`src/hdl/osrg_regs.svh`:
```
`ifndef OSRG_REGS_SVH
`define OSRG_REGS_SVH

// ==========================================================
// Register selectors for the read mux
`define OSRG_SEL_LIVE      2'h0
`define OSRG_SEL_EVENTS    2'h1
`define OSRG_SEL_MASK      2'h2

// ==========================================================
// Bit positions shared by all three registers
`define OSRG_BIT_ERROR     13
`define OSRG_BIT_CLOSED    11
`define OSRG_BIT_REMOTE    10
`define OSRG_BIT_AWAIT_TRG 5
`define OSRG_BIT_SCANNING  4

// Bits that carry a condition
`define OSRG_USED_MASK     16'h2c30
`define OSRG_MASK_RESET    16'h0000
`define OSRG_EVENTS_RESET  16'h0000
`define OSRG_READ_RESET    16'h0000
`define OSRG_SUMMARY_RESET 1'b0

`endif

```
`src/hdl/osrg_pkg.sv`:
```
package osrg_pkg;
    typedef logic [15:0] osrg_word_t;
    typedef logic [1:0]  osrg_sel_t;
endpackage

```
`src/hdl/osrg_top.sv`:
```
`timescale 1ns/100ps
`include "osrg_regs.svh"
// Contract
// - Live-state read returns present conditions, nothing latched.
// - Unassigned bits read zero in live and event registers.
// - Error 13, closed 11, remote 10, awaiting trigger 5, scanning 4.
// - Only remote active reads as 1024 in live and event registers.
// - Event read returns retained record of past conditions.
// - Mask is written by set command and read by query.
// - Mask is zero after power-up.
// - Unassigned mask bits read zero whatever was written.
module osrg_top (
    // Clock and reset
    input  wire logic                 mclk_in,
    input  wire logic                 reset_in,

    // Live conditions
    input  wire logic                 error_in,
    input  wire logic                 relay_closed_in,
    input  wire logic                 remote_state_in,
    input  wire logic                 awaiting_trigger_flag_in,
    input  wire logic                 scanning_in,

    // Command port
    input  wire logic                 clear_status_in,
    input  wire logic                 mask_write_in,
    input  wire osrg_pkg::osrg_word_t mask_wdata_in,
    // Select: 0 live, 1 events, 2 mask, 3 spare
    input  wire osrg_pkg::osrg_sel_t  read_sel_in,

    // Answers
    output osrg_pkg::osrg_word_t      read_data_out,
    output logic                      summary_out
);
    import osrg_pkg::*;

    // ==========================================================
    // Helper functions

    // Places the five condition levels at their shared bit positions.
    // Every other position stays zero, so no stray bit can leak out.
    function automatic osrg_word_t pack_conditions(
        input logic err_lvl,
        input logic closed_lvl,
        input logic remote_lvl,
        input logic await_lvl,
        input logic scan_lvl
    );
        osrg_word_t word;

        word                      = 16'h0000;
        word[`OSRG_BIT_ERROR]     = err_lvl;
        word[`OSRG_BIT_CLOSED]    = closed_lvl;
        word[`OSRG_BIT_REMOTE]    = remote_lvl;
        word[`OSRG_BIT_AWAIT_TRG] = await_lvl;
        word[`OSRG_BIT_SCANNING]  = scan_lvl;
        return word;
    endfunction

    // Clears the positions that carry no condition
    // Used by every path that shows a register, so the rule lives once
    function automatic osrg_word_t keep_used_bits(input osrg_word_t word);
        return word & `OSRG_USED_MASK;
    endfunction

    // High when some bit is set in both words
    function automatic logic any_enabled(
        input osrg_word_t events,
        input osrg_word_t mask
    );
        return |(events & mask);
    endfunction

    // ==========================================================
    // Registers and their next values

    // Each stored register has its own next-value process and its own flop

    // Live conditions, not stored
    osrg_word_t live_word;

    // Event record
    osrg_word_t operation_latched_events_ff;
    osrg_word_t nxt_operation_latched_events;

    // Enable mask
    osrg_word_t operation_event_mask_ff;
    osrg_word_t nxt_operation_event_mask;

    // Query answer
    osrg_word_t read_data_ff;
    osrg_word_t nxt_read_data;

    // Summary toward the status byte
    logic       summary_ff;
    logic       nxt_summary;

    // ==========================================================
    // Live condition word

    // Remote alone gives 1024
    // Not stored: a query must see each level as it is now
    always_comb begin
        live_word = pack_conditions(error_in,
                                    relay_closed_in,
                                    remote_state_in,
                                    awaiting_trigger_flag_in,
                                    scanning_in);
    end

    // ==========================================================
    // Event latch

    // Inputs are sampled once per clock, so a condition that rises and
    // falls between two edges is never recorded.

    // Set wins over clear
    // A condition still live at the clear is kept, never lost for a cycle.
    always_comb begin
        if (clear_status_in) begin
            nxt_operation_latched_events = live_word;
        end else begin
            nxt_operation_latched_events =
                operation_latched_events_ff | live_word;
        end
    end

    // Retained record
    // Reset empties the record as power-up does
    always_ff @(posedge mclk_in or posedge reset_in) begin
        if (reset_in) begin
            operation_latched_events_ff <= `OSRG_EVENTS_RESET;
        end else begin
            operation_latched_events_ff <= nxt_operation_latched_events;
        end
    end

    // ==========================================================
    // Enable mask

    // Unused bits dropped
    // Dropping them at the write keeps the query and the summary in step.
    always_comb begin
        if (mask_write_in) begin
            nxt_operation_event_mask = keep_used_bits(mask_wdata_in);
        end else begin
            nxt_operation_event_mask = operation_event_mask_ff;
        end
    end

    // Zero at power-up
    // Mask keeps its value until the next set command
    always_ff @(posedge mclk_in or posedge reset_in) begin
        if (reset_in) begin
            operation_event_mask_ff <= `OSRG_MASK_RESET;
        end else begin
            operation_event_mask_ff <= nxt_operation_event_mask;
        end
    end

    // ==========================================================
    // Query answer

    // Registered: the answer shows one edge after the select is taken
    always_comb begin
        case (read_sel_in)
            `OSRG_SEL_LIVE: begin
                nxt_read_data = keep_used_bits(live_word);
            end
            `OSRG_SEL_EVENTS: begin
                nxt_read_data = keep_used_bits(operation_latched_events_ff);
            end
            `OSRG_SEL_MASK: begin
                nxt_read_data = keep_used_bits(operation_event_mask_ff);
            end
            // Spare select reads zero
            default: begin
                nxt_read_data = `OSRG_READ_RESET;
            end
        endcase
    end

    // Reset shows zero until the first clock edge after reset loads the selected register
    always_ff @(posedge mclk_in or posedge reset_in) begin
        if (reset_in) begin
            read_data_ff <= `OSRG_READ_RESET;
        end else begin
            read_data_ff <= nxt_read_data;
        end
    end

    // ==========================================================
    // Summary toward the status byte

    // Enabled event present
    // Uses the stored record, not live levels, so it holds after a drop
    always_comb begin
        nxt_summary = any_enabled(operation_latched_events_ff,
                                  operation_event_mask_ff);
    end

    // Lags the event record and mask by one edge
    always_ff @(posedge mclk_in or posedge reset_in) begin
        if (reset_in) begin
            summary_ff <= `OSRG_SUMMARY_RESET;
        end else begin
            summary_ff <= nxt_summary;
        end
    end

    // ==========================================================
    // Outputs

    // Both answers leave straight from flip-flops
    assign read_data_out = read_data_ff;
    assign summary_out   = summary_ff;
endmodule // osrg_top

```
`config.mk`:
```
export PLATFORM = sky130hd
export DESIGN_NAME = osrg_top
export DESIGN_NICKNAME = d
export VERILOG_FILES = /design/src/hdl/osrg_pkg.sv /design/src/hdl/osrg_top.sv
export VERILOG_INCLUDE_DIRS = /design/src /design/src/hdl
export SDC_FILE = /design/constraint.sdc
export NUM_CORES = 1
export LEC_CHECK = 0
export CAP_MARGIN = 0
export CORE_MARGIN = 2
export CORE_UTILIZATION = 35
export DETAILED_ROUTE_END_ITERATION = 12
export DONT_BUFFER_PORTS = 1
export SYNTH_ARGS = -nofsm -noshare
export SYNTH_HDL_FRONTEND = slang
export SYNTH_SLANG_ARGS = --single-unit
```
`constraint.sdc`:
```
create_clock -name mclk_in -period 1.4 [get_ports mclk_in]
set_clock_uncertainty 0.1 [all_clocks]
set_input_delay 0.14 -clock mclk_in [delete_from_list [all_inputs] [get_ports mclk_in]]
set_output_delay 0.14 -clock mclk_in [all_outputs]
set_load 0.005 [all_outputs]
```
==> results.yml <==
run_status:
  status: "complete, no violations"
final_layout:
  area_delta_synth_final_pct: 19.86
  antenna_diode_count: 0
  layout.nets: 99
  drive_above_1_share: 0.1286
  final_cells: 97
  fillCellCount: 201
  layout.core_utilization: 0.4426
yosys:
  post_synth.cell_area_avg_um2: 13.17
  syn_area_um2: 724.4
  synth_ff_type: "sky130_fd_sc_hd__dfrtp_1"
  ys_seq_elements: 16
  register_area_share_after_synthesis: 0.5527
  synth-edff-count: 0
  ys_warn_count: 0
  synth_cells: 55
  async_reset_ff_frac: 1.000
  most_used_standard_cells_in_the_synthesized_netlist: "sky130_fd_sc_hd__dfrtp_1, sky130_fd_sc_hd__buf_4"
  yosysMostFrequentCell: "sky130_fd_sc_hd__dfrtp_1"
  netlist.area_leader.share: 0.5527
  synth.top_cells.by_area: "sky130_fd_sc_hd__dfrtp_1, sky130_fd_sc_hd__buf_4, sky130_fd_sc_hd__mux2_2, sky130_fd_sc_hd__mux2i_1, sky130_fd_sc_hd__o2bb2ai_1"
  netlist.top_cell.by_area: "sky130_fd_sc_hd__dfrtp_1"
  post_synth_num_cell_types: 12
pwr:
  power_density_mw_per_mm2: 1008
  clkPwrFrac: 0.258
  switchingPower_uw: 205.2
  p_int_uw: 669.9
  power_switching_share: 0.2345
  leakage_nw: 0.4011
  worst_ir_drop_vdd_mv: 0.5785
  power.share.sequential: 0.608
  combPwrFrac: 0.134
clocking:
  post_cts.repair.setup_buffers: 0
  numClockSinks: 16
  clkLatencyLatePin_ps: 280
  cts_tree: "done"
  cts_htree_levels: 1
  cts_root_buf: "sky130_fd_sc_hd__clkbuf_4"
  clock_transition_at_path_regs_ps: 80
  cts.path.max_buffers: 2
  cts_buffers: 3
job:
  max-cap-violations: 0
detailed_routing:
  antenna_left: 0
  postRouteWirelength_mm: 1.144
  drcViolationCount: 0
  detailedRoute.firstPassIterationCount: 4
  initialDrtViolationCount: 7
  route.detailed.vias_per_inst: 4.588
  num_vias: 445
  wl_per_cell_um: 11.79
sta:
  remaining_max_slew_budget_at_the_tightest_pin: 0.6176
  max_freq_ghz: 0.8358
  period_needed_ps: 1197
  final-setup-viol-count: 0
  timing.final.hold_violations: 0
  setup_tns_ps: 0
  worst_pin_slew_ps: 573.0
  timing.final.max_slew_violations: 0
  finalCritPeriodShare: 0.8547
  rsz0062_at_grt: "false"
global_route:
  overflow: 0
  first_global_vias: 394
  grt.total_usage: 0.1057
  global_route_wire_length_before_repair_mm: 1.856
  grt_max_degree: 17
  initial_antenna_violation_count: 0
setup_path:
  r2r_end: "summary_out"
  ordered_cell_list_for_the_critical_path: "dlygate4sd3_1 > mux2i_1 > o2bb2ai_1"
  worst_r2r_startpoint: "operation_latched_events_ff[4]"
  crit_path_max_cell_delay_ps: 780
  critical_path.slowest_cell: "sky130_fd_sc_hd__dlygate4sd3_1"
  critPathRequiredTime_ps: 1460
  setup_slack_reg_to_reg_ps: 320
  worst_reg_to_reg_path_cell_count: 2
  crit_type: "input pin to flop"
  startpoint_type: "input pin"
  crit_fanout: 6
  endpoint_kind: "flop"
  arrival_ps: 1260
worst_hold_path:
  min_path_cells: 2
  worstHoldPathType: "input pin to flop"
  whs_endpoint: "operation_latched_events_ff[10]"
  source_of_the_worst_hold_timing_path: "clear_status_in"
placed_design:
  globalplace.congestion: 0.6683
  dpl.cell_count: 80
  port_buffers: 0
  detailed_place_hpwl_um: 853.8
floorplan:
  dieWidth_um: 49.50
  rows: 16
  fp.dieH_um: 49.50
  design.die.area_mm2: 0.002450
  boundaryPins: 44
  floorplan.initialDensity: 0.3693
  core_mm2: 0.001962
cells by family after synthesis:
logic type             after synthesis  share of synthesized area
buffers and inverters               14                     0.1347
other                                1                   0.005176
multiplexers                        10                     0.1468
AO/OA/AOI/OAI                       12                     0.1364
AND/OR/NAND/NOR                      2                    0.02417
flip-flops                          16                     0.5527
power groups by stage:
| stage | Sequential, mW | Combinational, mW | Clock (mW) |
|---|---|---|---|
| floorplan | 0.533 | 0.0959 | 0 |
| global placement | 0.539 | 0.0762 | 0 |
| detailed placement | 0.542 | 0.0778 | 0 |
| CTS | 0.532 | 0.119 | 0.244 |
| global route | 0.537 | 0.133 | 0.259 |
| finish | 0.532 | 0.117 | 0.225 |
worst max-delay path, delay by kind of cell:
kind,cells,cell delay [ps]
AO/OA/AOI/OAI,1,90
buffers and inverters,1,780
multiplexers,1,250
cells in the final DEF (no fill, tap or decap):
cell | Yosys | routed
sky130_fd_sc_hd__a21o_1 | 5 | 5
sky130_fd_sc_hd__a222oi_1 | 1 | 1
sky130_fd_sc_hd__a22oi_1 | 1 | 1
sky130_fd_sc_hd__clkbuf_4 | 0 | 3
sky130_fd_sc_hd__conb_1 | 1 | 11
sky130_fd_sc_hd__dfrtp_1 | 16 | 16
sky130_fd_sc_hd__dlygate4sd3_1 | 0 | 14
sky130_fd_sc_hd__inv_1 | 2 | 2
sky130_fd_sc_hd__mux2_2 | 5 | 5
sky130_fd_sc_hd__mux2i_1 | 5 | 5
sky130_fd_sc_hd__nand2_1 | 1 | 1
sky130_fd_sc_hd__nor2b_4 | 1 | 1
sky130_fd_sc_hd__o2bb2ai_1 | 5 | 5
state kept, by name, indices dropped and copies added (netlist names):
| register | cells |
|---|---|
| operation_event_mask_ff | 5 |
| operation_latched_events_ff | 5 |
| read_data_out | 5 |
| summary_out | 1 |
per-stage QoR:
stage | hold WS [ps] | instance area [um2] | worst slack, ps | power (mW)
3_3_place_gp | 16.47 | 705.7 | 321.7 | 0.6154
6_report | 21.97 | 868.3 | 203.5 | 0.8751
3_5_place_dp | 26.36 | 705.7 | 318.3 | 0.6195
4_1_cts | 13.20 | 868.3 | 219.3 | 0.8949
2_1_floorplan | -46.26 | 762.0 | 425.7 | 0.6290
5_1_grt | 5.874 | 868.3 | 160.3 | 0.9288
worst max path at each step:
stage | start | endpoint | slack (ps)
4_1_cts | read_sel_in[1] | read_data_out[13] | 220
6_report | read_sel_in[1] | read_data_out[13] | 200
5_1_grt | read_sel_in[1] | read_data_out[13] | 160
3_3_place_gp | operation_latched_events_ff[4] | summary_out | 320
2_1_floorplan | operation_latched_events_ff[4] | summary_out | 430
3_5_place_dp | operation_latched_events_ff[4] | summary_out | 320
layer usage:
metal / vias to the layer above / global-route usage / wire, um
met5: - / 0 / 0
met4: 0 / 0.06944 / 19
met3: 2 / 0.05758 / 92
met2: 24 / 0.1509 / 536
met1: 214 / 0.1214 / 495
li1: 205 / - / -
layout make-up:
class / count / area, um2 / share of cell area
flip-flops and latches: 16 / 400.4 / 0.4611
multi-input cells: 35 / 264.0 / 0.3040
repair buffers: 14 / 140.1 / 0.1614
well taps: 27 / 33.78 / 0.03890
clock buffers: 3 / 22.52 / 0.02594
inverters: 2 / 7.507 / 0.008646
timing repair:
action | 4_1_cts | 5_1_grt
hold buffers | 14 | 0
resized for setup | 0 | 0
endpoints found under the hold margin | 31 | 0
Power figures use the tool's default switching activity.
